[src/srl_pkg.sv]
// Shared constants for the set/reset latch control block.
// Assumes a 32-bit AHB-Lite register bus and a single system clock.
package srl_pkg;
    localparam logic [31:0] ADDR_LATCH_CONTROL = 32'h0000_0000;
    localparam logic [7:0]  LATCH_CONTROL_RST  = 8'h00;
    localparam int          BIT_ENABLE         = 7;
    localparam int          SEL_HI             = 6;
    localparam int          SEL_LO             = 4;
    localparam int          BIT_Q_OE           = 3;
    localparam int          BIT_NQ_OE          = 2;
    localparam int          BIT_SET_PULSE      = 1;
    localparam int          BIT_RST_PULSE      = 0;
    localparam int          SEL_W              = 3;
    localparam int          DIV_CNT_W          = 9;
    localparam logic [DIV_CNT_W-1:0] DIV_BASE  = 9'h004;
    localparam logic [1:0]  HTRANS_NONSEQ      = 2'h2;
    localparam logic [31:0] RDATA_ZERO         = 32'h0000_0000;
    localparam logic [7:0]  READ_PULSE_MASK    = 8'hfc;
endpackage

[src/div_link_if.sv]
// Link between the register side and the pulse divider.
// Assumes both ends sit on the same clock.
`timescale 1ns/10ps
interface div_link_if;
    logic                              enable;   // Latch enabled, divider runs
    logic [srl_pkg::SEL_W-1:0]         select;   // Divider select code
    logic                              tick;     // One-cycle divided pulse
    modport ctl (output enable, output select, input tick);
    modport div (input enable, input select, output tick);
endinterface

[src/pulse_divider.sv]
// Programmable divider: one-cycle pulse every 4 to 512 clocks.
// Assumes the enable and select arrive synchronous to clock.
`timescale 1ns/10ps
module pulse_divider
    import srl_pkg::*;
(
    input  wire logic clock,         // System clock
    input  wire logic rst_b,         // Synchronous reset, active low
    div_link_if.div   link           // Enable, select, tick
);
    logic [DIV_CNT_W-1:0] cnt_r;
    logic [DIV_CNT_W-1:0] cnt_nxt;
    logic [DIV_CNT_W-1:0] last;
    logic                 tick_r;
    logic                 tick_nxt;

    always_comb begin
        // One spare bit keeps the top code's shift from wrapping before the subtraction
        last = DIV_CNT_W'(({1'b0, DIV_BASE} << link.select) - 1'b1);
        tick_nxt = 1'b0;
        // A shrinking select may leave the count past the end; wrap on >= for that
        if (!link.enable) begin
            cnt_nxt = '0;
        end else if (cnt_r >= last) begin
            cnt_nxt  = '0;
            tick_nxt = 1'b1;
        end else begin
            cnt_nxt = cnt_r + DIV_CNT_W'(1);
        end
    end

    always_ff @(posedge clock) begin
        if (!rst_b) begin
            cnt_r  <= '0;
            tick_r <= 1'b0;
        end else begin
            cnt_r  <= cnt_nxt;
            tick_r <= tick_nxt;
        end
    end

    assign link.tick = tick_r;

    AST_DIV_RESTART: assert property (@(posedge clock) disable iff (!rst_b)
        !link.enable |=> cnt_r == '0 && !tick_r)
        else $error("divider did not restart while disabled");
    AST_DIV_PERIOD4: assert property (@(posedge clock) disable iff (!rst_b)
        (tick_r && link.enable && link.select == 3'h0)
        ##1 (link.enable && link.select == 3'h0)[*3] |=> tick_r)
        else $error("divide-by-4 period wrong");
    AST_DIV_GAP: assert property (@(posedge clock) disable iff (!rst_b)
        tick_r |=> !tick_r)
        else $error("divider pulse wider than one cycle");
    COV_DIV_512: cover property (@(posedge clock) disable iff (!rst_b)
        tick_r && link.select == 3'h7);
endmodule

[src/sr_latch_control.sv]
// Set/reset latch with software pulses, pin enables and a pulse divider.
// Assumes a single AHB-Lite master; this slave's hreadyout is the bus hready.
//
// The placing of the registers and the AHB-Lite register port were decided locally.
`timescale 1ns/10ps
module sr_latch_control
    import srl_pkg::*;
(
    input  wire logic        clock,                     // System clock, 10 MHz
    input  wire logic        rst_b,                     // Synchronous reset, active low
    input  wire logic        hsel,                      // Slave select
    input  wire logic [31:0] haddr,                     // Byte address
    input  wire logic [1:0]  htrans,                    // Transfer type
    input  wire logic        hwrite,                    // Write when high
    input  wire logic [2:0]  hsize,                     // Transfer size, word only
    input  wire logic [31:0] hwdata,                    // Write data
    input  wire logic        hready,                    // Bus ready
    output logic      [31:0] hrdata,                    // Read data
    output logic             hreadyout,                 // Ready except during reset
    output logic             hresp,                     // Always OKAY
    output logic             q_output_pin,              // Latch Q value
    output logic             q_output_pin_oe_b,         // Q pin drive, low drives
    output logic             inverted_output_pin,       // Latch inverted value
    output logic             inverted_output_pin_oe_b,  // Inverted pin drive, low drives
    output logic             divider_tick               // Divided one-cycle pulse
);
    div_link_if link ();

    logic [7:0]  ctrl_r;
    logic [7:0]  ctrl_nxt;
    logic        wr_pend_r;
    logic        wr_pend_nxt;
    logic        set_pulse_r;
    logic        set_pulse_nxt;
    logic        rst_pulse_r;
    logic        rst_pulse_nxt;
    logic [31:0] hrdata_nxt;
    logic        q_r;
    logic        q_nxt;
    logic        q_pin_nxt;
    logic        q_oe_b_nxt;
    logic        nq_pin_nxt;
    logic        nq_oe_b_nxt;
    logic        addr_take;
    logic        hit;
    logic        latch_enable_bit;

    // Zero wait states: hreadyout stays high, so every NONSEQ transfer is taken at its address edge
    assign addr_take        = hsel && hready && htrans == HTRANS_NONSEQ;
    assign hit              = haddr == ADDR_LATCH_CONTROL;
    assign latch_enable_bit = ctrl_r[BIT_ENABLE];

    always_comb begin
        ctrl_nxt      = ctrl_r;
        set_pulse_nxt = 1'b0;
        rst_pulse_nxt = 1'b0;
        wr_pend_nxt   = addr_take && hwrite && hit;
        hrdata_nxt    = hrdata;
        if (wr_pend_r) begin
            ctrl_nxt      = hwdata[7:0] & READ_PULSE_MASK;
            set_pulse_nxt = hwdata[BIT_SET_PULSE];
            rst_pulse_nxt = hwdata[BIT_RST_PULSE];
        end
        if (addr_take && !hwrite) begin
            // A read right behind a write sees the new value, as a pipelined master expects
            hrdata_nxt = hit ? {24'h00_0000, ctrl_nxt & READ_PULSE_MASK} : RDATA_ZERO;
        end
    end

    // Disabling drops Q, so a later enable always starts from a known state
    always_comb begin
        q_nxt = q_r;
        if (!latch_enable_bit) begin
            q_nxt = 1'b0;
        end else if (rst_pulse_r) begin
            q_nxt = 1'b0;
        end else if (set_pulse_r) begin
            q_nxt = 1'b1;
        end
        q_pin_nxt   = latch_enable_bit && ctrl_r[BIT_Q_OE] && q_r;
        q_oe_b_nxt  = !(latch_enable_bit && ctrl_r[BIT_Q_OE]);
        nq_pin_nxt  = latch_enable_bit && ctrl_r[BIT_NQ_OE] && !q_r;
        nq_oe_b_nxt = !(latch_enable_bit && ctrl_r[BIT_NQ_OE]);
    end

    always_ff @(posedge clock) begin
        if (!rst_b) begin
            ctrl_r                   <= LATCH_CONTROL_RST;
            wr_pend_r                <= 1'b0;
            set_pulse_r              <= 1'b0;
            rst_pulse_r              <= 1'b0;
            hrdata                   <= RDATA_ZERO;
            hreadyout                <= 1'b0;
            hresp                    <= 1'b0;
        end else begin
            ctrl_r                   <= ctrl_nxt;
            wr_pend_r                <= wr_pend_nxt;
            set_pulse_r              <= set_pulse_nxt;
            rst_pulse_r              <= rst_pulse_nxt;
            hrdata                   <= hrdata_nxt;
            hreadyout                <= 1'b1;
            hresp                    <= 1'b0;
        end
    end

    // Pins trail q_r by one register so every pin comes straight from a flip-flop
    always_ff @(posedge clock) begin
        if (!rst_b) begin
            q_r                      <= 1'b0;
            q_output_pin             <= 1'b0;
            q_output_pin_oe_b        <= 1'b1;
            inverted_output_pin      <= 1'b0;
            inverted_output_pin_oe_b <= 1'b1;
            divider_tick             <= 1'b0;
        end else begin
            q_r                      <= q_nxt;
            q_output_pin             <= q_pin_nxt;
            q_output_pin_oe_b        <= q_oe_b_nxt;
            inverted_output_pin      <= nq_pin_nxt;
            inverted_output_pin_oe_b <= nq_oe_b_nxt;
            divider_tick             <= link.tick;
        end
    end

    assign link.enable = latch_enable_bit;
    assign link.select = ctrl_r[SEL_HI:SEL_LO];

    pulse_divider u_div (
        .clock (clock),
        .rst_b (rst_b),
        .link  (link.div)
    );

    AST_CTRL_RESET: assert property (@(posedge clock) disable iff (!rst_b)
        $rose(rst_b) |-> ctrl_r == LATCH_CONTROL_RST && !q_r)
        else $error("control not cleared by reset");
    AST_SET_PULSE: assert property (@(posedge clock) disable iff (!rst_b)
        wr_pend_r |=> set_pulse_r == $past(hwdata[BIT_SET_PULSE]))
        else $error("set pulse does not follow write");
    AST_RST_PULSE: assert property (@(posedge clock) disable iff (!rst_b)
        wr_pend_r |=> rst_pulse_r == $past(hwdata[BIT_RST_PULSE]))
        else $error("reset pulse does not follow write");
    AST_READ_ZERO: assert property (@(posedge clock) disable iff (!rst_b)
        hrdata[BIT_SET_PULSE] == 1'b0 && hrdata[BIT_RST_PULSE] == 1'b0)
        else $error("pulse bits read back non-zero");
    AST_LATCH_PRIO: assert property (@(posedge clock) disable iff (!rst_b)
        latch_enable_bit && rst_pulse_r |=> !q_r)
        else $error("reset pulse did not win");
    AST_LATCH_SET: assert property (@(posedge clock) disable iff (!rst_b)
        latch_enable_bit && set_pulse_r && !rst_pulse_r |=> q_r)
        else $error("set pulse did not set latch");
    AST_Q_PIN: assert property (@(posedge clock) disable iff (!rst_b)
        latch_enable_bit && ctrl_r[BIT_Q_OE] |=> !q_output_pin_oe_b && q_output_pin == $past(q_r))
        else $error("Q pin not driven with latch value");
    AST_NQ_PIN: assert property (@(posedge clock) disable iff (!rst_b)
        latch_enable_bit && ctrl_r[BIT_NQ_OE]
        |=> !inverted_output_pin_oe_b && inverted_output_pin == !$past(q_r))
        else $error("inverted pin not driven with complement");
    AST_DISABLED: assert property (@(posedge clock) disable iff (!rst_b)
        !latch_enable_bit |=> q_output_pin_oe_b && inverted_output_pin_oe_b && !q_r
        && !q_output_pin && !inverted_output_pin)
        else $error("pins driven while latch disabled");
    AST_Q_OFF: assert property (@(posedge clock) disable iff (!rst_b)
        latch_enable_bit && !ctrl_r[BIT_Q_OE] |=> q_output_pin_oe_b && !q_output_pin)
        else $error("Q pin driven with its enable clear");
    AST_NQ_OFF: assert property (@(posedge clock) disable iff (!rst_b)
        latch_enable_bit && !ctrl_r[BIT_NQ_OE] |=> inverted_output_pin_oe_b && !inverted_output_pin)
        else $error("inverted pin driven with its enable clear");
    AST_PIN_IDLE_LOW: assert property (@(posedge clock) disable iff (!rst_b)
        !(q_output_pin_oe_b && q_output_pin) && !(inverted_output_pin_oe_b && inverted_output_pin))
        else $error("released pin shows a high value");
    AST_COMPLEMENT: assert property (@(posedge clock) disable iff (!rst_b)
        !q_output_pin_oe_b && !inverted_output_pin_oe_b |-> q_output_pin != inverted_output_pin)
        else $error("driven pins are not complementary");

    // Latch state and pulse shape
    AST_Q_HOLD: assert property (@(posedge clock) disable iff (!rst_b)
        latch_enable_bit && !set_pulse_r && !rst_pulse_r |=> q_r == $past(q_r))
        else $error("latch changed without a pulse");
    AST_SET_ONCE: assert property (@(posedge clock) disable iff (!rst_b)
        set_pulse_r && !wr_pend_r |=> !set_pulse_r)
        else $error("set pulse longer than one cycle");
    AST_RST_ONCE: assert property (@(posedge clock) disable iff (!rst_b)
        rst_pulse_r && !wr_pend_r |=> !rst_pulse_r)
        else $error("reset pulse longer than one cycle");

    // Register bus and reset
    AST_BUS_READY: assert property (@(posedge clock) disable iff (!rst_b)
        $past(rst_b) |-> hreadyout && !hresp)
        else $error("bus not ready or error response");
    AST_WRITE_STORE: assert property (@(posedge clock) disable iff (!rst_b)
        wr_pend_r |=> ctrl_r == ($past(hwdata[7:0]) & READ_PULSE_MASK))
        else $error("write did not land in control");
    AST_RESET_PINS: assert property (@(posedge clock) disable iff (!rst_b)
        $rose(rst_b) |-> q_output_pin_oe_b && inverted_output_pin_oe_b && !divider_tick)
        else $error("outputs not in reset state");

    // Divided pulse as seen on the pin
    AST_TICK_OFF: assert property (@(posedge clock) disable iff (!rst_b)
        !latch_enable_bit ##1 !latch_enable_bit |=> !divider_tick)
        else $error("divided pulse while disabled");
    AST_TICK_ONE: assert property (@(posedge clock) disable iff (!rst_b)
        divider_tick |=> !divider_tick)
        else $error("divided pulse wider than one cycle");

    COV_SET:   cover property (@(posedge clock) disable iff (!rst_b) set_pulse_r ##1 q_r);
    COV_BOTH:  cover property (@(posedge clock) disable iff (!rst_b) set_pulse_r && rst_pulse_r);
    COV_RESET: cover property (@(posedge clock) disable iff (!rst_b) q_r ##1 rst_pulse_r ##1 !q_r);
    COV_READ:  cover property (@(posedge clock) disable iff (!rst_b) addr_take && !hwrite && hit);
endmodule

[config.mk]
export PLATFORM = sky130hd
export DESIGN_NAME = sr_latch_control
export DESIGN_NICKNAME = d
export VERILOG_FILES = /design/src/srl_pkg.sv /design/src/div_link_if.sv /design/src/pulse_divider.sv /design/src/sr_latch_control.sv
export SDC_FILE = /design/constraint.sdc
export NUM_CORES = 1
export LEC_CHECK = 0
export ABC_AREA = 0
export BUFFER_PORTS_ARGS = -buffer_cell sky130_fd_sc_hd__buf_4
export CORE_MARGIN = 2
export CORE_UTILIZATION = 41
export DETAILED_ROUTE_END_ITERATION = 8
export MAX_ROUTING_LAYER = met4
export PLACE_DENSITY_LB_ADDON = 0.1
export REMOVE_ABC_BUFFERS = 1
export SYNTH_ARGS = -nofsm -noshare
export SYNTH_HDL_FRONTEND = slang
export SYNTH_SLANG_ARGS = --single-unit
[constraint.sdc]
create_clock -name clock -period 2.1 [get_ports clock]
set_input_delay 0.105 -clock clock [delete_from_list [all_inputs] [get_ports clock]]
set_output_delay 0.105 -clock clock [all_outputs]
set_load 0.05 [all_outputs]
# After elaboration in Yosys (flattened, before gate mapping)
# Cells that the tools add are included.
# W data, S select, Z words.
[word_totals]
ff_bits = 58
latchBits = 0
ram_bits = 0
mem_bits_ro = 0
in_bits = 74
out_inout_bits = 39
elab_cells = 43
n_memories = 0
[classes]
addsub = 2
mul = 0
div = 0
n_lt_le_gt_ge = 1
n_eq_ne = 1
shifts = 1
mux = 4
bitwise_logic = 2
n_reduce_logical = 18
[op_table]
columns = ["operator", "count"]
rows = [
  ["$logic_not A32 Y1", 1],
  ["$mux W8", 2],
  ["$add A9 B1 Y9 const B", 1],
  ["$ge A9 B9 Y1", 1],
  ["$logic_and A1 B1 Y1", 9],
  ["$shl A3 B3 Y9 const A", 1],
  ["$sub A9 B1 Y9 const B", 1],
  ["$reduce_or A3 Y1", 2],
  ["$logic_not A1 Y1", 4],
  ["$reduce_and A2 Y1", 2],
  ["$eq A2 B2 Y1 const B", 1],
  ["$mux W1", 2],
  ["$not A1 Y1", 2],
]

# Logic depth before layout (Yosys ltp)
# Gate-level depths: netlist of the first run.
[logic_depth]
depth_word = 4
mapped_depth = 8
mapped_depth_nobuf = 6

# Hierarchy
# From an unflattened synthesis of the first run, not the netlist that was laid out.
[hier_totals]
cells_unflattened = 169
hier_area_um2 = 1616.6
[modules_own_cells]
columns = ["mod", "n_inst", "cells_each", "area_per_inst_um2", "seq_area_each_um2"]
rows = [
  ["sr_latch_control", 1, 105, 1022.2, 440.4],
  ["pulse_divider", 1, 64, 594.3, 200.2],
]

# Worst setup path after synthesis of the first run
# Ideal clock, no wire load.
[synth_path]
path_type = "register -> register"
from = "register ctrl_r[6]"
to = "register u_div.cnt_r[1]"
setup_ns = 0.080
arrival_time_ns = 1.725
required_ns = 2.020
path_slack_ns = 0.294
stages_incl_launch_ff = 9
path_buffers = 2
period_less_slack_ns = 1.806
path_cell_list = "dfxtp_1 clkbuf_1 o21ai_0 ha_1 a21oi_1 o21ai_0 or2_2 clkbuf_1 nor3b_1"
[synth_between]
elab_chain_cells = 4
[synth_rtl]
columns = ["element", "line", "rtl"]
rows = [
  ["start, declared", "sr_latch_control.sv:29", "logic [7:0] ctrl_r;"],
  ["start signal, assigned", "sr_latch_control.sv:96", "ctrl_r <= ctrl_nxt;"],
  ["$shl A3 B3 Y9", "pulse_divider.sv:19", "last = DIV_CNT_W'(({1'b0, DIV_BASE} << link.select) - 1'b1);"],
  ["$sub A9 B1 Y9", "pulse_divider.sv:19", ""],
  ["$ge A9 B9 Y1", "pulse_divider.sv:24", "end else if (cnt_r >= last) begin"],
  ["$reduce_or A3 Y1 (no source line)", "--", ""],
  ["end signal, assigned", "pulse_divider.sv:37", "cnt_r <= cnt_nxt;"],
  ["end, declared", "pulse_divider.sv:11", "logic [DIV_CNT_W-1:0] cnt_r;"],
]
# Every way passes these cells.
# A chain may end at the register's enable or synchronous reset.

# Worst setup path after layout of the first run
[layout_path]
from = "register ctrl_r[6]"
to = "register u_div.tick_r, in the netlist u_div.link.tick"
[layout_between]
elab_chain_cells = 4
[layout_rtl]
columns = ["element", "line", "rtl"]
rows = [
  ["$shl A3 B3 Y9", "pulse_divider.sv:19", ""],
  ["$sub A9 B1 Y9", "pulse_divider.sv:19", ""],
  ["$ge A9 B9 Y1", "pulse_divider.sv:24", ""],
  ["$mux W1", "pulse_divider.sv:24", ""],
  ["end signal, assigned", "pulse_divider.sv:38", "tick_r <= tick_nxt;"],
  ["end, declared", "pulse_divider.sv:14", "logic tick_r;"],
]
# Every way passes these cells.

==> results of run 1 <==
-- how the worst min path moves through the flow --
stage | end | startpoint | depth (start not counted) | slack, ps
2_1_floorplan | hreadyout$_DFF_P_ | rst_b | 0 | 130
4_1_cts | hreadyout$_DFF_P_ | rst_b | 1 | 30
6_report | hreadyout$_DFF_P_ | rst_b | 1 | 50
3_5_place_dp | hreadyout$_DFF_P_ | rst_b | 1 | 330
5_1_grt | hreadyout$_DFF_P_ | rst_b | 1 | 40
3_3_place_gp | hreadyout$_DFF_P_ | rst_b | 1 | 330
-- placed cells by master, fill, tap and decap left out, types with 2 or more instances in the layout --
| cell | instances |
|---|---|
| a21oi_1 | 4 |
| and2_1 | 2 |
| and3_1 | 4 |
| buf_4 | 58 |
| clkbuf_8 | 5 |
| conb_1 | 27 |
| dfxtp_1 | 32 |
| ha_1 | 8 |
| inv_1 | 3 |
| mux2i_1 | 6 |
| nand2_1 | 6 |
| nand3_1 | 12 |
| nand4_1 | 4 |
| nor2_1 | 10 |
| nor3_1 | 11 |
| nor4_1 | 7 |
| o21ai_0 | 2 |
| o41ai_1 | 2 |
| o41ai_2 | 4 |
| or2_2 | 2 |
| xnor2_1 | 2 |
| xor2_1 | 5 |
-- stage by stage --
| step | total power [mW] | hold WS (ps) | cell area, um2 | util, % | worst slack, ps |
|---|---|---|---|---|---|
| floorplan | 0.738 | 133 | 1460 | - | 462 |
| global placement | 0.810 | 334 | 1960 | 52.7 | 288 |
| detailed placement | 0.813 | 332 | 1960 | 52.7 | 232 |
| CTS | 1.39 | 34.9 | 2070 | 55.7 | 205 |
| global route | 1.43 | 38.8 | 2070 | 55.7 | 68.3 |
| finish | 1.37 | 45.2 | 2070 | 55.7 | 209 |
-- where the power goes --
group	switching (mW)	internal [mW]
Sequential	0.000216	0.608
Clock	0.225	0.351
Combinational	0.133	0.0580
-- cell type report --
type / instances / area (um2)
clock buffers: 5 / 68.8
clock inverters: 3 / 42.5
fillers: 347 / 1650
inverters: 3 / 11.3
multi-input cells: 125 / 810
flip-flops and latches: 32 / 641
well taps: 48 / 60.1
repair buffers: 58 / 435
-- worst max-delay path, delay by kind of cell, from the launching register on --
kind | cells | cell delay (ps)
AOI/OAI and AO/OA | 3 | 970
DFF | 1 | 460
adders and majority gates | 1 | 310
and+or+nand+nor | 1 | 90
-- cell families (layout without fill, tap and decap cells) --
kind of cell | after synthesis | count (layout) | share of synthesized area (%)
adder cells (fa/ha/maj) | 8 | 8 | 6.26
AND/OR/NAND/NOR | 62 | 62 | 20.6
multiplexers | 6 | 6 | 3.75
flip-flops | 32 | 32 | 40.0
AO/OA/AOI/OAI | 15 | 15 | 9.85
other | 1 | 27 | 0.234
buffers and inverters | 37 | 69 | 15.5
XOR/XNOR | 7 | 7 | 3.83
-- per-layer routing --
layer | part of all wire [%] | wire, um
met1 | 38 | 1240
met2 | 51 | 1650
met3 | 8.2 | 264
met4 | 2.1 | 68
met5 | 0 | 0
==> flow_metrics.py, run 1 <==
metrics = {
    "status": {
        "status": "complete, no violations",
    },
    "synth": {
        "ys_types": 31,
        "synthTopCellsByCount": "dfxtp_1, buf_4, nand3_1, nor3_1, nor2_1",
        "synth-edff-count": 0,
        "syn_area_um2": 1600,
        "ys_ff_latch": 32,
        "synth_cells": 168,
        "netlist_top_cells_area": "dfxtp_1, buf_4, ha_1, o41ai_2, mux2i_1",
        "yosysWarnings": 0,
        "yosys.area.top_type_share_pct": 40.0,
        "seq_area_frac_synth_pct": 40.0,
        "synth_top_flop_cell": "dfxtp_1",
        "synth_area_per_cell_um2": 9.53,
        "synth_most_common_cell": "dfxtp_1",
        "async_flop_share_pct": 0,
        "synth_top_cell_by_area": "dfxtp_1",
    },
    "worst_setup_path": {
        "cp.required_ps": 2330,
        "rrSetupSlack_ps": 210,
        "slowest_stage": "a311oi_4",
        "path_cells": "nor2_1, ha_1, o2111ai_1, a311oi_4, o21ba_2",
        "r2r_end": "u_div.link.tick$_SDFF_PN0_",
        "endpoint": "u_div.link.tick$_SDFF_PN0_",
        "crit_type": "reg2reg",
        "worstReg2RegStart": "ctrl_r[6]$_SDFF_PN0_",
        "crit_path_end_kind": "flip-flop",
        "arrival_ps": 2120,
        "reg2reg_depth": 5,
        "crit_start": "ctrl_r[6]$_SDFF_PN0_",
        "critPathMaxFanout": 10,
        "slowest_delay_ps": 570,
        "start_kind": "flip-flop",
    },
    "clocking": {
        "cts.clk_slew.worst_paths_ps": 70,
        "numClockSinks": 32,
        "tritoncts": "built",
        "cts-root-buf": "clkbuf_8",
        "clk_path_buf_depth": 2,
        "cts_resized": 0,
        "cts_buffers": 5,
        "ctsHoldBuffers": 0,
        "cts_setup_buffers": 0,
        "htree_levels": 2,
        "clk_latency_ps": 280,
    },
    "sta": {
        "period_minus_slack_ps": 1890,
        "tightest_slew_ps": 523,
        "rsz0062_at_grt": "false",
        "finalCritPeriodShare_pct": 90.0,
        "hold_violations": 0,
        "tns_ps": 0,
        "clock_skew_ps": 2.27,
        "setup_viol": 0,
        "fmax_ghz": 0.529,
        "maxSlewViolCount": 0,
        "relSlewSlack_pct": 65.1,
    },
    "final_layout": {
        "nets": 307,
        "finalNonFillerCells": 274,
        "drive_above_1_share_pct": 33.2,
        "largest_registers": "u_div.cnt_r: 9 flops, ctrl_r: 6 flops, hrdata: 6 flops",
        "diodes": 0,
        "area_growth_pct": 29.2,
        "regMostFlops": "u_div.cnt_r",
        "largest_reg_flops": 9,
    },
    "global_route": {
        "grt_util_met3_pct": 4.39,
        "grt_pass1_wl_um": 5220,
        "top_usage_layer": "met2",
        "grtUsageMet2_pct": 28.0,
        "met1_usage_pct": 17.5,
        "grt_use_total_pct": 16.3,
        "overflow": 0,
        "grt_max_degree": 16,
        "grt_pass1_vias": 1224,
        "antenna_found_initial": 0,
    },
    "power": {
        "leakage_nw": 0.901,
        "p_per_area_nw_per_um2": 665,
        "ir_drop_v": 0.000264,
    },
    "hold_path": {
        "hp-class": "in2reg",
    },
    "floorplanning": {
        "pin_count": 113,
        "fp.dieW_um": 66.5,
        "dieArea_um2": 4420,
        "start_util_pct": 43.1,
        "fp.dieH_um": 66.5,
        "core_area_um2": 3720,
        "rows": 22,
    },
    "routing": {
        "drc_errors": 0,
        "num_vias": 1304,
        "dr.first_iter.drc_count": 28,
        "first_pass_iters": 4,
        "postRouteAntennaNets": 0,
        "routed_wl_um": 3220,
        "wl_per_cell_um": 11.8,
        "via_per_inst": 4.76,
    },
    "job": {
        "max_cap_violations": 0,
    },
    "place": {
        "io_buffers": 58,
        "gp_congestion": 0.748,
        "place_inst": 266,
        "hpwl_um": 2590,
    },
}
(Power assumes the default switching activity.)
==> inputs of run 2 (changes only) <==
SYNTH_HIERARCHICAL = 1   (was default)
==> flow_metrics.py, run 2 <==
metrics = {
    "synth": {
        "async_flop_share_pct": 0,
        "synth_area_per_cell_um2": 9.57,
        "yosysWarnings": 6,
        "synth_cells": 169,
        "netlist_top_cells_area": "dfxtp_1, buf_4, ha_1, nand3_1, o41ai_2",
        "synthTopCellsByCount": "dfxtp_1, buf_4, nand3_1, nor2_1, nor3_1",
        "synth_top_cell_by_area": "dfxtp_1",
        "synth_top_family_by_area": "simple AND/OR/NAND/NOR gates",
        "ys_types": 33,
        "synth_most_common_cell": "dfxtp_1",
        "synth-compound-area-share_pct": 10.5,
        "synthMuxAreaShare_pct": 3.72,
        "synthXorXnorAreaFrac_pct": 3.79,
        "synth-edff-count": 0,
        "synth_adder_area_share_pct": 6.19,
        "yosys.area.top_type_share_pct": 39.6,
        "synth-simple-area-share_pct": 21.1,
        "syn_area_um2": 1620,
        "synth_top_flop_cell": "dfxtp_1",
        "seq_area_frac_synth_pct": 39.6,
        "ys_ff_latch": 32,
    },
    "sta": {
        "relSlewSlack_pct": 65.8,
        "hold_violations": 0,
        "clock_skew_ps": 6.78,
        "tightest_slew_ps": 513,
        "maxSlewViolCount": 0,
        "setup_viol": 0,
        "fmax_ghz": 0.536,
        "finalCritPeriodShare_pct": 88.8,
        "period_minus_slack_ps": 1860,
        "tns_ps": 0,
        "rsz0062_at_grt": "false",
    },
    "final_layout": {
        "regMostFlops": "u_div/cnt_r",
        "largest_registers": "u_div/cnt_r: 9 flops, ctrl_r: 6 flops, hrdata: 6 flops",
        "layout_commonest_cell": "buf_4",
        "largest_reg_flops": 9,
        "fill_cells": 341,
        "multi_input_area_um2": 833,
        "layout_common_cells": "buf_4, dfxtp_1, conb_1",
        "finish.utilization_pct": 56.4,
        "area_growth_pct": 29.6,
        "nets": 311,
        "seq_area_um2": 641,
        "drive_above_1_share_pct": 32.2,
        "fin_area_um2": 2100,
        "diodes": 0,
    },
    "routing": {
        "wl_per_cell_um": 12.2,
        "first_pass_iters": 4,
        "postRouteAntennaNets": 0,
        "via_per_inst": 4.84,
        "dr.first_iter.drc_count": 44,
        "routed_wl_um": 3380,
        "drc_errors": 0,
        "num_vias": 1346,
    },
    "floorplanning": {
        "dieArea_um2": 4460,
        "core_area_um2": 3720,
        "fp.dieW_um": 66.8,
        "pin_count": 113,
        "fp.dieH_um": 66.8,
        "start_util_pct": 43.5,
        "rows": 22,
    },
    "place": {
        "gp_congestion": 0.700,
        "hpwl_um": 2640,
        "io_buffers": 58,
        "postPlaceCellArea_um2": 1990,
    },
    "worst_setup_path": {
        "cp_top_family": "compound AO/OA/AOI/OAI gates",
        "crit_path_end_kind": "flip-flop",
        "arrival_ps": 2090,
        "slowest_stage": "a311oi_4",
        "worst-path-buf-inv": 0,
        "cp.required_ps": 2320,
        "crit_type": "reg2reg",
        "reg2reg_depth": 5,
        "critPathMaxFanout": 10,
        "path_cells": "a21oi_1, ha_1, nand4b_4, a311oi_4, o211a_1",
        "start_kind": "flip-flop",
        "slowest_delay_ps": 540,
        "cp.depth": 5,
    },
    "clocking": {
        "clk_latency_ps": 280,
        "htree_levels": 2,
        "cts_resized": 0,
        "tritoncts": "built",
        "cts-root-buf": "clkbuf_8",
        "cts_setup_buffers": 0,
        "numClockSinks": 32,
        "clk_path_buf_depth": 2,
        "cts_buffers": 5,
        "ctsHoldBuffers": 0,
        "cts.clk_slew.worst_paths_ps": 70,
    },
    "global_route": {
        "grt_max_degree": 18,
        "grt_pass1_vias": 1246,
        "grt_use_total_pct": 16.5,
        "grt_pass1_wl_um": 5310,
        "overflow": 0,
        "antenna_found_initial": 0,
    },
    "power": {
        "p_per_area_nw_per_um2": 653,
        "ir_drop_v": 0.000266,
        "leakage_nw": 0.911,
    },
    "status": {
        "status": "complete, no violations",
    },
    "job": {
        "max_cap_violations": 0,
    },
    "hold_path": {
        "hp-class": "in2reg",
        "holdPathStages": 3,
    },
}
## run 2: cell count changes in the layout (fill, tap and decap cells not counted), sizes merged, moves of 2 or more
cell   delta
and3      -2
nand2     +2
nor2      +2
xnor2     +3
nand4     -2
xor2      -3
## run 2: cell type report
type,instances,share of cell area (%)
Clock inverter,2,1.67
Multi-Input combinational cell,128,39.8
Clock buffer,6,3.46
Timing Repair Buffer,59,21.1
Inverter,3,0.537
Tap cell,48,2.87
Sequential cell,32,30.6
## run 2: routing by layer
| metal | vias to the layer above | share of wire (%) | GRT usage, % |
|---|---|---|---|
| met5 | - | 0 | - |
| met2 | 73 | 52 | 29.6 |
| met4 | 0 | 0.62 | 7.65 |
| met3 | 3 | 8.5 | 4.56 |
| li1 | 673 | - | - |
| met1 | 597 | 39 | 16.5 |
## run 2: cells by family after synthesis
logic type / Yosys count
buffers and inverters: 35
AOI/OAI and AO/OA: 17
other: 1
xor gates and xnor gates: 7
adders and majority gates: 8
and+or+nand+nor: 63
muxes: 6
DFF: 32
## run 2: worst paths after layout
path | from | end | slack, ps
worst max-delay path | ctrl_r[5]$_SDFF_PN0_ | u_div/link.tick$_SDFF_PN0_ | 240
worst min-delay path | hwrite | wr_pend_r$_SDFF_PN0_ | 60
worst min register to register | rst_pulse_r$_SDFF_PN0_ | q_r$_SDFFE_PP0P_ | 380
worst max register to register | ctrl_r[5]$_SDFF_PN0_ | u_div/link.tick$_SDFF_PN0_ | 240
## run 2: tightest hold or removal path: cells and delay by family
| kind | cells | cell delay [ps] |
|---|---|---|
| buffers and inverters | 1 | 110 |
| AND/OR/NAND/NOR | 2 | 90 |
## run 2: power breakdown
part | internal (mW) | switching, mW | leakage [nW] | total [mW]
Clock | 0.352 | 0.218 | 0.0552 | 0.569
Combinational | 0.0579 | 0.133 | 0.597 | 0.191
Sequential | 0.608 | 0.000327 | 0.258 | 0.608
Total | 1.02 | 0.351 | 0.911 | 1.37
## run 2: through the flow
step	total power, mW	instances	hold WS, ps	setup slack, ps
CTS	1.38	278	50.3	226
finish	1.37	278	55.5	236
global route	1.42	278	50.3	127
global placement	0.810	270	345	295
floorplan	0.738	163	133	461
detailed placement	0.812	270	350	247
